$ cat config.mk
export PLATFORM = sky130hd
export DESIGN_NAME = rsx_exec
export DESIGN_NICKNAME = d
export VERILOG_FILES = /design/src/hw/rsx_pkg.sv /design/src/hw/rsx_exec.sv
export SDC_FILE = /design/constraint.sdc
export NUM_CORES = 1
export LEC_CHECK = 0
export ABC_CLOCK_PERIOD_IN_PS = 8000
export BUFFER_PORTS_ARGS = -buffer_cell sky130_fd_sc_hd__buf_2
export CAP_MARGIN = 10
export CORE_MARGIN = 5
export CORE_UTILIZATION = 45
export CTS_CLUSTER_SIZE = 28
export DETAILED_ROUTE_END_ITERATION = 8
export PLACE_DENSITY_LB_ADDON = 0.08
export SYNTH_ARGS = -nofsm -noshare
export SYNTH_HDL_FRONTEND = slang
export SYNTH_SLANG_ARGS = --single-unit
$ cat constraint.sdc
create_clock -name pclk -period 8 [get_ports pclk]
set_clock_uncertainty 0.1 [all_clocks]
set_input_delay 0.8 -clock pclk [delete_from_list [all_inputs] [get_ports pclk]]
set_output_delay 0.8 -clock pclk [all_outputs]
set_load 0.01 [all_outputs]
$ cat src/hw/rsx_pkg.sv
/*
  Package for the rotate, subtract, skip, table-read and exclusive-OR
  execution block: APB carriers, register offsets, field positions,
  reset values, operation codes and controller states.
  Assumes a 32-bit APB with byte addresses and one clock at 125 MHz.
*/
package rsx_pkg;
  typedef struct packed {
    logic psel;
    logic penable;
    logic pwrite;
    logic [7:0] paddr;
    logic [31:0] pwdata;
  } rsx_apb_req_t;

  typedef struct packed {
    logic [31:0] prdata;
    logic pready;
    logic pslverr;
  } rsx_apb_rsp_t;

  localparam int PM_AW = 12;
  localparam int PM_DW = 16;
  localparam logic [3:0] LAST_PAGE = 4'hF;

  localparam logic [7:0] OFS_CTRL = 8'h00;
  localparam logic [7:0] OFS_ACC = 8'h04;
  localparam logic [7:0] OFS_MEM = 8'h08;
  localparam logic [7:0] OFS_IMM = 8'h0C;
  localparam logic [7:0] OFS_FLAGS = 8'h10;
  localparam logic [7:0] OFS_TPTR_LO = 8'h14;
  localparam logic [7:0] OFS_TPTR_HI = 8'h18;
  localparam logic [7:0] OFS_TLATCH = 8'h1C;
  localparam logic [7:0] OFS_STATUS = 8'h20;

  localparam int CTRL_OP_LSB = 0;
  localparam int CTRL_BIT_LSB = 5;
  localparam int CTRL_HIPTR_POS = 8;
  localparam int CTRL_GO_POS = 9;
  localparam int FLG_CY_POS = 0;
  localparam int FLG_HALF_POS = 1;
  localparam int FLG_Z_POS = 2;
  localparam int FLG_RANGE_POS = 3;
  localparam int ST_BUSY_POS = 0;
  localparam int ST_SKIP_POS = 1;
  localparam int ST_BADOP_POS = 2;

  localparam logic [7:0] RST_BYTE = 8'h00;
  localparam logic [7:0] ALL_ONES = 8'hFF;

  typedef enum logic [4:0] {
    rotate_left_to_acc, rotate_left_thru_cy_mem, rotate_left_thru_cy_to_acc,
    rotate_right_mem, rotate_right_to_acc, rotate_right_via_cy_mem,
    rotate_right_via_cy_to_acc, subtract_borrow_to_acc, subtract_borrow_to_mem,
    subtract_to_acc, subtract_imm_to_acc, subtract_to_mem,
    decrement_skip_zero_mem, decrement_skip_zero_to_acc,
    increment_skip_zero_mem, increment_skip_zero_to_acc,
    skip_bit_set, skip_bit_clear, skip_if_zero_mem, copy_skip_if_zero,
    set_all_mem, set_bit_mem, nibble_exchange_mem, nibble_exchange_to_acc,
    program_word_read, last_page_word_read, exclusive_or_to_acc,
    exclusive_or_imm_to_acc, exclusive_or_to_mem, op_none_29, op_none_30, op_none_31
  } rsx_op_t;

  typedef enum logic [1:0] {ST_IDLE, ST_EXEC, ST_DUMMY, ST_TWAIT} rsx_state_t;
endpackage

$ cat src/hw/rsx_exec.sv
/*
  Execution block for rotates, subtractions, skips, set, nibble exchange,
  table reads and exclusive-OR on an 8-bit accumulator and operand byte.
  Assumes an APB master on pclk and a program memory that returns the
  word for pm_addr combinationally while pm_rd is high.
*/
`timescale 1ns/1ps
`default_nettype none
module rsx_exec (
  input wire logic pclk,
  input wire logic presetn,
  input wire rsx_pkg::rsx_apb_req_t apb_req,
  output rsx_pkg::rsx_apb_rsp_t apb_rsp,
  output logic pm_rd,
  output logic [rsx_pkg::PM_AW-1:0] pm_addr,
  input wire logic [rsx_pkg::PM_DW-1:0] pm_rdata,
  output logic skip_pulse
);
  typedef struct packed {
    rsx_pkg::rsx_state_t st;
    rsx_pkg::rsx_op_t op;
    logic [2:0] bidx;
    logic use_hi;
    logic [7:0] acc;
    logic [7:0] mem;
    logic [7:0] imm;
    logic [7:0] tlo;
    logic [7:0] thi;
    logic [7:0] tlatch;
    logic cy;
    logic half;
    logic z;
    logic range;
    logic skip;
    logic bad_op;
    logic [31:0] prdata;
    logic pready;
    logic pslverr;
    logic pm_rd;
    logic [rsx_pkg::PM_AW-1:0] pm_addr;
    logic skip_o;
  } rsx_regs_t;

  rsx_regs_t r;
  rsx_regs_t n;

  // Subtractor shared by all subtract operations
  logic [7:0] sub_b;
  logic sub_bin;
  logic [8:0] sub_full;
  logic [4:0] sub_low;
  logic [7:0] sub_res;
  logic sub_ovf;
  logic [7:0] bit_mask;
  logic [7:0] dec_v;
  logic [7:0] inc_v;
  logic [7:0] swp_v;
  logic setup;
  logic wr_take;
  logic mapped;
  logic [31:0] rd_val;

  always_comb begin
    sub_b = (r.op == rsx_pkg::subtract_imm_to_acc) ? r.imm : r.mem;
    sub_bin = (r.op == rsx_pkg::subtract_borrow_to_acc ||
               r.op == rsx_pkg::subtract_borrow_to_mem) ? ~r.cy : 1'b0;
    sub_full = {1'b0, r.acc} - {1'b0, sub_b} - {8'h00, sub_bin};
    sub_low = {1'b0, r.acc[3:0]} - {1'b0, sub_b[3:0]} - {4'h0, sub_bin};
    sub_res = sub_full[7:0];
    sub_ovf = (r.acc[7] != sub_b[7]) && (sub_res[7] != r.acc[7]);
    bit_mask = 8'h01 << r.bidx;
    dec_v = r.mem - 8'h01;
    inc_v = r.mem + 8'h01;
    swp_v = {r.mem[3:0], r.mem[7:4]};
  end

  // Register read decode
  always_comb begin
    mapped = 1'b1;
    rd_val = 32'h0000_0000;
    if (apb_req.paddr == rsx_pkg::OFS_CTRL) begin
      rd_val[rsx_pkg::CTRL_OP_LSB +: 5] = r.op;
      rd_val[rsx_pkg::CTRL_BIT_LSB +: 3] = r.bidx;
      rd_val[rsx_pkg::CTRL_HIPTR_POS] = r.use_hi;
    end else if (apb_req.paddr == rsx_pkg::OFS_ACC) begin
      rd_val[7:0] = r.acc;
    end else if (apb_req.paddr == rsx_pkg::OFS_MEM) begin
      rd_val[7:0] = r.mem;
    end else if (apb_req.paddr == rsx_pkg::OFS_IMM) begin
      rd_val[7:0] = r.imm;
    end else if (apb_req.paddr == rsx_pkg::OFS_FLAGS) begin
      rd_val[rsx_pkg::FLG_CY_POS] = r.cy;
      rd_val[rsx_pkg::FLG_HALF_POS] = r.half;
      rd_val[rsx_pkg::FLG_Z_POS] = r.z;
      rd_val[rsx_pkg::FLG_RANGE_POS] = r.range;
    end else if (apb_req.paddr == rsx_pkg::OFS_TPTR_LO) begin
      rd_val[7:0] = r.tlo;
    end else if (apb_req.paddr == rsx_pkg::OFS_TPTR_HI) begin
      rd_val[7:0] = r.thi;
    end else if (apb_req.paddr == rsx_pkg::OFS_TLATCH) begin
      rd_val[7:0] = r.tlatch;
    end else if (apb_req.paddr == rsx_pkg::OFS_STATUS) begin
      rd_val[rsx_pkg::ST_BUSY_POS] = (r.st != rsx_pkg::ST_IDLE);
      rd_val[rsx_pkg::ST_SKIP_POS] = r.skip;
      rd_val[rsx_pkg::ST_BADOP_POS] = r.bad_op;
    end else begin
      mapped = 1'b0;
    end
  end

  assign setup = apb_req.psel && !apb_req.penable;
  assign wr_take = apb_req.psel && apb_req.penable && r.pready && apb_req.pwrite &&
                   !r.pslverr;

  always_comb begin
    n = r;
    n.pready = 1'b0;
    n.pslverr = 1'b0;
    n.pm_rd = 1'b0;
    n.skip_o = 1'b0;

    // Zero-wait APB: answer prepared in the setup cycle
    if (setup) begin
      n.pready = 1'b1;
      n.prdata = apb_req.pwrite ? 32'h0000_0000 : rd_val;
      n.pslverr = !mapped || (apb_req.pwrite && r.st != rsx_pkg::ST_IDLE) ||
                  (apb_req.pwrite && apb_req.paddr == rsx_pkg::OFS_TLATCH) ||
                  (apb_req.pwrite && apb_req.paddr == rsx_pkg::OFS_STATUS);
    end

    if (wr_take) begin
      if (apb_req.paddr == rsx_pkg::OFS_CTRL) begin
        n.op = rsx_pkg::rsx_op_t'(apb_req.pwdata[rsx_pkg::CTRL_OP_LSB +: 5]);
        n.bidx = apb_req.pwdata[rsx_pkg::CTRL_BIT_LSB +: 3];
        n.use_hi = apb_req.pwdata[rsx_pkg::CTRL_HIPTR_POS];
        if (apb_req.pwdata[rsx_pkg::CTRL_GO_POS]) begin
          n.st = rsx_pkg::ST_EXEC;
          n.skip = 1'b0;
          n.bad_op = 1'b0;
        end
      end else if (apb_req.paddr == rsx_pkg::OFS_ACC) begin
        n.acc = apb_req.pwdata[7:0];
      end else if (apb_req.paddr == rsx_pkg::OFS_MEM) begin
        n.mem = apb_req.pwdata[7:0];
      end else if (apb_req.paddr == rsx_pkg::OFS_IMM) begin
        n.imm = apb_req.pwdata[7:0];
      end else if (apb_req.paddr == rsx_pkg::OFS_FLAGS) begin
        n.cy = apb_req.pwdata[rsx_pkg::FLG_CY_POS];
        n.half = apb_req.pwdata[rsx_pkg::FLG_HALF_POS];
        n.z = apb_req.pwdata[rsx_pkg::FLG_Z_POS];
        n.range = apb_req.pwdata[rsx_pkg::FLG_RANGE_POS];
      end else if (apb_req.paddr == rsx_pkg::OFS_TPTR_LO) begin
        n.tlo = apb_req.pwdata[7:0];
      end else if (apb_req.paddr == rsx_pkg::OFS_TPTR_HI) begin
        n.thi = apb_req.pwdata[7:0];
      end
    end

    case (r.st)
      rsx_pkg::ST_EXEC: begin
        n.st = rsx_pkg::ST_IDLE;
        case (r.op)
          rsx_pkg::rotate_left_to_acc: n.acc = {r.mem[6:0], r.mem[7]};
          rsx_pkg::rotate_left_thru_cy_mem: begin
            n.mem = {r.mem[6:0], r.cy};
            n.cy = r.mem[7];
          end
          rsx_pkg::rotate_left_thru_cy_to_acc: begin
            n.acc = {r.mem[6:0], r.cy};
            n.cy = r.mem[7];
          end
          rsx_pkg::rotate_right_mem: n.mem = {r.mem[0], r.mem[7:1]};
          rsx_pkg::rotate_right_to_acc: n.acc = {r.mem[0], r.mem[7:1]};
          rsx_pkg::rotate_right_via_cy_mem: begin
            n.mem = {r.cy, r.mem[7:1]};
            n.cy = r.mem[0];
          end
          rsx_pkg::rotate_right_via_cy_to_acc: begin
            n.acc = {r.cy, r.mem[7:1]};
            n.cy = r.mem[0];
          end
          rsx_pkg::subtract_borrow_to_acc, rsx_pkg::subtract_borrow_to_mem,
          rsx_pkg::subtract_to_acc, rsx_pkg::subtract_imm_to_acc,
          rsx_pkg::subtract_to_mem: begin
            if (r.op == rsx_pkg::subtract_borrow_to_mem ||
                r.op == rsx_pkg::subtract_to_mem) begin
              n.mem = sub_res;
            end else begin
              n.acc = sub_res;
            end
            n.cy = ~sub_full[8];
            n.half = ~sub_low[4];
            n.range = sub_ovf;
            n.z = (sub_res == 8'h00);
          end
          rsx_pkg::decrement_skip_zero_mem, rsx_pkg::decrement_skip_zero_to_acc: begin
            if (r.op == rsx_pkg::decrement_skip_zero_mem) n.mem = dec_v;
            else n.acc = dec_v;
            n.skip = (dec_v == 8'h00);
            n.st = rsx_pkg::ST_DUMMY;
          end
          rsx_pkg::increment_skip_zero_mem, rsx_pkg::increment_skip_zero_to_acc: begin
            if (r.op == rsx_pkg::increment_skip_zero_mem) n.mem = inc_v;
            else n.acc = inc_v;
            n.skip = (inc_v == 8'h00);
            n.st = rsx_pkg::ST_DUMMY;
          end
          rsx_pkg::skip_bit_set: begin
            n.skip = |(r.mem & bit_mask);
            n.st = rsx_pkg::ST_DUMMY;
          end
          rsx_pkg::skip_bit_clear: begin
            n.skip = ~|(r.mem & bit_mask);
            n.st = rsx_pkg::ST_DUMMY;
          end
          rsx_pkg::skip_if_zero_mem: begin
            n.mem = r.mem;
            n.skip = (r.mem == 8'h00);
            n.st = rsx_pkg::ST_DUMMY;
          end
          rsx_pkg::copy_skip_if_zero: begin
            n.acc = r.mem;
            n.skip = (r.mem == 8'h00);
            n.st = rsx_pkg::ST_DUMMY;
          end
          rsx_pkg::set_all_mem: n.mem = rsx_pkg::ALL_ONES;
          rsx_pkg::set_bit_mem: n.mem = r.mem | bit_mask;
          rsx_pkg::nibble_exchange_mem: n.mem = swp_v;
          rsx_pkg::nibble_exchange_to_acc: n.acc = swp_v;
          rsx_pkg::program_word_read: begin
            n.pm_rd = 1'b1;
            n.pm_addr = r.use_hi ? {r.thi[3:0], r.tlo} : {4'h0, r.tlo};
            n.st = rsx_pkg::ST_TWAIT;
          end
          rsx_pkg::last_page_word_read: begin
            n.pm_rd = 1'b1;
            n.pm_addr = {rsx_pkg::LAST_PAGE, r.tlo};
            n.st = rsx_pkg::ST_TWAIT;
          end
          rsx_pkg::exclusive_or_to_acc, rsx_pkg::exclusive_or_imm_to_acc: begin
            n.acc = r.acc ^ ((r.op == rsx_pkg::exclusive_or_imm_to_acc) ? r.imm : r.mem);
            n.z = (n.acc == 8'h00);
          end
          rsx_pkg::exclusive_or_to_mem: begin
            n.mem = r.acc ^ r.mem;
            n.z = ((r.acc ^ r.mem) == 8'h00);
          end
          default: n.bad_op = 1'b1;
        endcase
      end
      rsx_pkg::ST_DUMMY: begin
        // Dummy cycle while the next instruction would be fetched
        n.skip_o = r.skip;
        n.st = rsx_pkg::ST_IDLE;
      end
      rsx_pkg::ST_TWAIT: begin
        n.mem = pm_rdata[7:0];
        n.tlatch = pm_rdata[15:8];
        n.st = rsx_pkg::ST_IDLE;
      end
      default: begin
      end
    endcase
  end

  always_ff @(posedge pclk or negedge presetn) begin
    if (!presetn) begin
      r <= '0;
    end else begin
      r <= n;
    end
  end

  assign apb_rsp.prdata = r.prdata;
  assign apb_rsp.pready = r.pready;
  assign apb_rsp.pslverr = r.pslverr;
  assign pm_rd = r.pm_rd;
  assign pm_addr = r.pm_addr;
  assign skip_pulse = r.skip_o;
endmodule // rsx_exec
`default_nettype wire

After elaboration in Yosys (flattened, before gate mapping)
Cells that the tools add are included.
- output and inout port bits: 48
- register bits after elaboration: 90
- word-level logic and storage cells: 204
- shifts and indexed selects: 1
- reduce and logical (&&, ||, !) cells: 49
- add/sub/neg operators: 6
- equal/unequal tests: 42
- mux-type cells: 71
- bitwise logic cells: 13
- operator list (cell ; count):
    $mux 8 ; 21
    $pmux 8 s11 ; 1
    $pmux 8 s10 ; 1
    $eq 5x5->1 const B ; 13
    $logic_not 8->1 ; 7
    $mux 51 ; 1
    $eq 5x4->1 const B ; 8
    $mux 40 ; 1
    $eq 8x5->1 const B ; 4
    $mux 16 ; 2
    $mux 32 ; 1
    $reduce_or 29->1 ; 1
    $mux 4 ; 7
    $pmux 13 s2 ; 1
    $mux 24 ; 1
    $eq 5x3->1 const B ; 4
    $eq 8x4->1 const B ; 2
    $pmux 8 s2 ; 1
    $reduce_or 2->1 ; 8
    $reduce_or 8->1 ; 2
    $xor 8x8->8 ; 2
    $mux 1 ; 15
    $mux 13 ; 1
    $mux 12 ; 1
    39 further kinds ; 76

Logic depth before layout (Yosys ltp)
- depth in word-level cells: 15
- depth in mapped cells: 15
- mapped depth without buffers: 13

Worst setup path after synthesis
No wires, ideal clock.
- path kind: register to register
- start: register r[106] (netlist bit)
- end: register r[93] (netlist bit)
- cell stages (with the launch flop): 15
- data arrival time: 3448 ps
- setup slack: 4331 ps
- data required time: 7779 ps
- setup time: 121 ps
- buffers on the path: 2
- clock period less this slack: 3669 ps
- cells stage by stage: dfrtp_1 > buf_2 > nand2b_1 > or3_1 > clkbuf_1 > mux2_2 > fa_1 > ha_1 > o21ai_0 > a22oi_1 > mux2_2 > nor2_1 > o22ai_1 > o21a_1 > o22a_1
- longest elaborated chain between the ends: 7
- elaborated cells between the ends (all ways): 32
- RTL lines (what ; RTL line ; text):
    start: declaration ; rsx_exec.sv:44 ; rsx_regs_t r;
    start signal: assignment ; rsx_exec.sv:270 ; r <= n;
    $eq 5x4->1, or another cell as far along ; rsx_exec.sv:64, rsx_exec.sv:162 ;
    $mux 8 or $logic_or 1x1->1 (tied branches) ; rsx_exec.sv:64, rsx_exec.sv:65 ;
    $sub 8x8->9 or $mux 1 (tied branches) ; rsx_exec.sv:67, rsx_exec.sv:66 ;
    $sub 9x1->9 ; rsx_exec.sv:67 ; sub_full = {1'b0, r.acc} - {1'b0, sub_b} - {8'h00, sub_bin};
    $mux 8 ; rsx_exec.sv:185 ; if (r.op == rsx_pkg::subtract_borrow_to_mem ||
    $pmux 8 s11 ; rsx_exec.sv:162 ; case (r.op)
    $pmux 8 s2 ; rsx_exec.sv:159 ; case (r.st)
Several ways; a longest one is shown, not always the timed one.
A chain may end at the register's enable or synchronous reset.

Worst setup path in the final report
- start: register r[108] (netlist bit)
- end: register r[90] (netlist bit)
Same word-level chain as after synthesis.

==> report_table.html <==
<table>
<tr><th>Metric</th><th>Value</th></tr>
<tr><th colspan="2">Run status</th></tr>
<tr><td>Outcome</td><td>complete, no violations</td></tr>
<tr><th colspan="2">Placement</th></tr>
<tr><td>Count of buffers from port buffering</td><td>63</td></tr>
<tr><td>Place WS</td><td>approximately 3600 ps</td></tr>
<tr><td>Routability-driven placement congestion ratio</td><td>slightly below 1</td></tr>
<tr><td>Half-perimeter wire length of the detailed placement result</td><td>about 20 mm</td></tr>
<tr><td>Inst Count DP</td><td>about 1200</td></tr>
<tr><th colspan="2">GRT</th></tr>
<tr><td>Global route overflow</td><td>0</td></tr>
<tr><td>Top Usage Layer GRT</td><td>met1</td></tr>
<tr><td>Antenna violations before repair</td><td>0</td></tr>
<tr><td>Largest net degree at the start of global routing</td><td>73</td></tr>
<tr><td>GRT met1 Usage</td><td>roughly two fifths</td></tr>
<tr><td>Global-route wire length before repair</td><td>about 43 mm</td></tr>
<tr><td>GR met3 Demand/Resource</td><td>roughly 5.6%</td></tr>
<tr><td>Global-route usage over all layers</td><td>27.63%</td></tr>
<tr><td>Global Route met2 Usage</td><td>approximately two fifths</td></tr>
<tr><td>Vias in the first global route</td><td>6889</td></tr>
<tr><th colspan="2">Timing</th></tr>
<tr><td>Number of pins exceeding their max-slew limit in the final report</td><td>0</td></tr>
<tr><td>Post-route setup slack</td><td>between 3000 and 4000 ps</td></tr>
<tr><td>Time the worst path needs with I/O delays and setup</td><td>between 4000 and 5000 ps</td></tr>
<tr><td>Worst relative slew slack</td><td>37.84%</td></tr>
<tr><td>Total Neg Setup Slack</td><td>0 ps</td></tr>
<tr><td>Number of endpoints with negative hold slack in the final report</td><td>0</td></tr>
<tr><td>Unrepaired setup endpoints after global routing</td><td>false</td></tr>
<tr><td>Actual slew at the worst max-slew pin</td><td>932.4 ps</td></tr>
<tr><td>Timing-limited maximum frequency</td><td>about 220 MHz</td></tr>
<tr><td>Final setup violation count</td><td>0</td></tr>
<tr><td>Part of the cycle the worst path needs</td><td>56.57%</td></tr>
<tr><th colspan="2">Power and ir drop</th></tr>
<tr><td>Share of total power in sequential cells</td><td>between 40% and 50%</td></tr>
<tr><td>Total power density per cell area</td><td>~120 nW/µm²</td></tr>
<tr><td>Clk pwr share</td><td>48.0%</td></tr>
<tr><td>Pint</td><td>a little under 800 µW</td></tr>
<tr><td>Leak</td><td>approximately 3.7 nW</td></tr>
<tr><td>Switching power total</td><td>~240 µW</td></tr>
<tr><td>Combinational power share</td><td>7.1%</td></tr>
<tr><td>Switching Fraction</td><td>23.25%</td></tr>
<tr><td>Worst vdd rail ir drop</td><td>roughly 0.00011 V</td></tr>
<tr><th colspan="2">Cells and area</th></tr>
<tr><td>Net count of the finished layout</td><td>1020</td></tr>
<tr><td>Layout Area Growth over Synthesis</td><td>6.349%</td></tr>
<tr><td>Fraction of final layout cells sized beyond drive strength 1</td><td>between 10% and 20%</td></tr>
<tr><td>Post-Layout Cell Count</td><td>1170</td></tr>
<tr><th colspan="2">Worst setup path</th></tr>
<tr><td>Cell depth of the worst flop-to-flop path</td><td>12</td></tr>
<tr><td>Critical path data arrival time</td><td>between 4000 and 5000 ps</td></tr>
<tr><td>End of the worst register-to-register path</td><td>r[90]</td></tr>
<tr><td>Class of the most critical setup path</td><td>flop to flop</td></tr>
<tr><td>Worst path required time</td><td>between 8000 and 9000 ps</td></tr>
<tr><td>Worst reg2reg path startpoint</td><td>r[108]</td></tr>
<tr><td>Highest net fanout along the worst path</td><td>around 40</td></tr>
<tr><td>Capturing element type of the critical path</td><td>flop</td></tr>
<tr><td>Slack of the worst reg-to-reg path</td><td>roughly 3500 ps</td></tr>
<tr><td>CP startpoint kind</td><td>flop</td></tr>
<tr><th colspan="2">Routing</th></tr>
<tr><td>WL final</td><td>28.22 mm</td></tr>
<tr><td>Detailed-routing iteration count for the pre-antenna-repair pass</td><td>6</td></tr>
<tr><td>Number of nets with antenna violations after detailed routing</td><td>0</td></tr>
<tr><td>DRC violations left</td><td>0</td></tr>
<tr><td>Final routed wire length divided by cell count</td><td>about 24 µm</td></tr>
<tr><td>Total via count in the routed design</td><td>about 7400</td></tr>
<tr><td>Vias per std cell</td><td>6.350</td></tr>
<tr><td>Drt initial violations</td><td>940</td></tr>
<tr><th colspan="2">Clocking</th></tr>
<tr><td>Number of post-CTS setup repair buffers</td><td>0</td></tr>
<tr><td>Source-to-sink clock delay at the later pin of the worst-skew pair</td><td>350 ps</td></tr>
<tr><td># resized after CTS</td><td>0</td></tr>
<tr><td>Maximum root-to-sink buffer count</td><td>2</td></tr>
<tr><td>Clock tree from TritonCTS</td><td>built</td></tr>
<tr><td>TritonCTS Buffers</td><td>9</td></tr>
<tr><td>CTS H-tree depth</td><td>3</td></tr>
<tr><td>Total of hold buffers inserted after clock tree synthesis</td><td>0</td></tr>
<tr><td>CTS root buffer</td><td>clkbuf_16</td></tr>
<tr><td>Number of sinks handled by clock tree synthesis</td><td>90</td></tr>
<tr><td>Clock-pin slew reported for the worst setup and hold paths after clock tree synthesis</td><td>~70 ps</td></tr>
<tr><th colspan="2">Die</th></tr>
<tr><td>Boundary pin count</td><td>around 110</td></tr>
<tr><td>Placeable core region</td><td>between 15000 and 20000 µm²</td></tr>
<tr><td>Die Outline Area</td><td>between 20000 and 25000 µm²</td></tr>
<tr><td>Effective utilization at floorplan</td><td>between 40 and 50%</td></tr>
<tr><td>Cell Rows</td><td>48</td></tr>
<tr><td>Horiz. Die Dim</td><td>142.0 µm</td></tr>
<tr><td>Die Span Y</td><td>~140 µm</td></tr>
<tr><th colspan="2">Synth</th></tr>
<tr><td>Post-synthesis async set-or-reset flop share</td><td>100.0%</td></tr>
<tr><td>Synth Register Bits</td><td>90</td></tr>
<tr><td>Avg Synthesized Cell Area</td><td>about 8.3 µm²</td></tr>
<tr><td>Post-synth EDFFs</td><td>0</td></tr>
<tr><td>Synthesized area</td><td>~7800 µm²</td></tr>
<tr><td>Synth Warn #</td><td>0</td></tr>
<tr><td>Number of cells produced by synthesis</td><td>about 950</td></tr>
<tr><td>Count of different cell masters after synthesis</td><td>between 70 and 80</td></tr>
<tr><td>Main synth FF type</td><td>dfrtp_1</td></tr>
<tr><td>Seq/Total Area, Yosys</td><td>approximately 29%</td></tr>
<tr><th colspan="2">Flow run</th></tr>
<tr><td>MaxCap Viol Count</td><td>0</td></tr>
<tr><th colspan="2">Worst hold path</th></tr>
<tr><td>Worst min path class</td><td>primary input to asynchronous set/reset pin</td></tr>
</table>
==> cells by family after synthesis <==
kind of cell	synth area share, %
flops	28.71
xor+xnor	4.690
simple gates	18.74
compound gates	21.98
mux	12.36
fa+ha+maj	3.382
other cells	0.04781
buf+inv	10.08
==> layer usage <==
layer / part of all wire (%) / vias up / wire length [µm]
met5: 0 / - / 0
met1: 44 / 3584 / 12560
met2: 43 / 401 / 12070
li1: - / 3361 / -
met3: 9.4 / 84 / 2666
met4: 3.3 / 0 / 930
==> sequential cells by signal, summed over array words and instances (netlist names) <==
signal      count
r              65
pm_addr        12
apb_rsp        11
pm_rd           1
skip_pulse      1
==> through the flow <==
stage                     utilization (%)  cell area [µm²]  total power, mW  hold WS, ps
after global placement              46.52             7990           0.5428        356.3
after detailed placement            46.52             7990           0.5430        357.6
after floorplan                         -             7926           0.5148        347.0
final                               48.57             8342            1.029        215.5
after CTS                           48.55             8339            1.038        219.0
after global routing                48.55             8339            1.067        230.4
==> critical path, stage by stage, from the launching register on <==
cell and delay, ps:
dfrtp_1 320, buf_4 430, nand2b_1 340, or3_1 410, mux2_2 400, fa_1 410
fa_1 440, a21boi_0 260, nor2_1 110, xor2_1 490, o2111ai_1 220, nor3_1 310
o21ai_0 130
==> power by group through the flow <==
stage          clock network (mW)  logic, mW  registers, mW
2_1_floorplan                   0     0.0456          0.469
3_3_place_gp                    0     0.0722          0.471
3_5_place_dp                    0     0.0724          0.471
4_1_cts                     0.504     0.0726          0.462
5_1_grt                     0.525     0.0802          0.462
6_report                    0.493     0.0730          0.462
==> layout by cell type (no fill, tap or decap), drive strengths merged, types with 13 or more instances in the layout <==
cell type   n
nand3      29
conb       23
nor4       15
buf        78
a221oi     13
mux2       57
dfrtp      90
xnor2      22
a21oi      45
o21ai      68
nand2      90
nor2       68
a22oi      23
o22ai      20
xor2       20
ha         18
inv        38
mux2i      32
==> how the worst max path moves through the flow <==
stage / from / endpoint / slack [ps] / cells after the start
final: r[108] / r[90] / 3470 / 12
after detailed placement: r[108] / r[90] / 3580 / 12
after global routing: r[108] / r[90] / 3310 / 12
after CTS: r[108] / r[90] / 3580 / 12
after global placement: r[108] / r[90] / 3570 / 12
after floorplan: r[106] / r[93] / 4330 / 14
==> cell usage after synthesis, types with 5 or more instances <==
cell      instances  area share, %
nor4_1           12           0.96
buf_4            47            4.5
nand4_1          11           0.88
or3_1             6           0.48
o21ai_0          67            4.3
and2_1            8           0.64
a22o_1            6           0.67
nand2_1          90            4.3
buf_2            14           0.89
o221ai_1          5           0.56
and3_1            9           0.72
xnor2_1          22            2.5
o21a_1            5           0.48
o211ai_1          6           0.57
nor2b_1          12           0.96
o22ai_1          20            1.6
inv_1            36            1.7
dfrtp_1          90             29
a221oi_1         12            1.3
ha_1             18            2.9
nor2_1           67            3.2
xor2_1           20            2.2
nor3_1           12           0.77
a21oi_1          45            2.9
mux2_2           55            7.9
mux2i_1          32            4.1
nand2b_1         11           0.88
buf_1             9           0.43
a22oi_1          23            2.2
clkbuf_1         48            2.3
nand3_1          29            1.9
==> area by class of cell <==
class | count | area (µm²)
antenna | 1 | 2.502
clock buffer | 9 | 225.2
clock inverter | 7 | 123.9
fill | 1745 | 8835
inverter | 38 | 142.6
multi-input combinational | 722 | 4883
sequential | 90 | 2252
tap | 225 | 281.5
timing repair buffer | 78 | 430.4
Power figures use the tool's default switching activity.
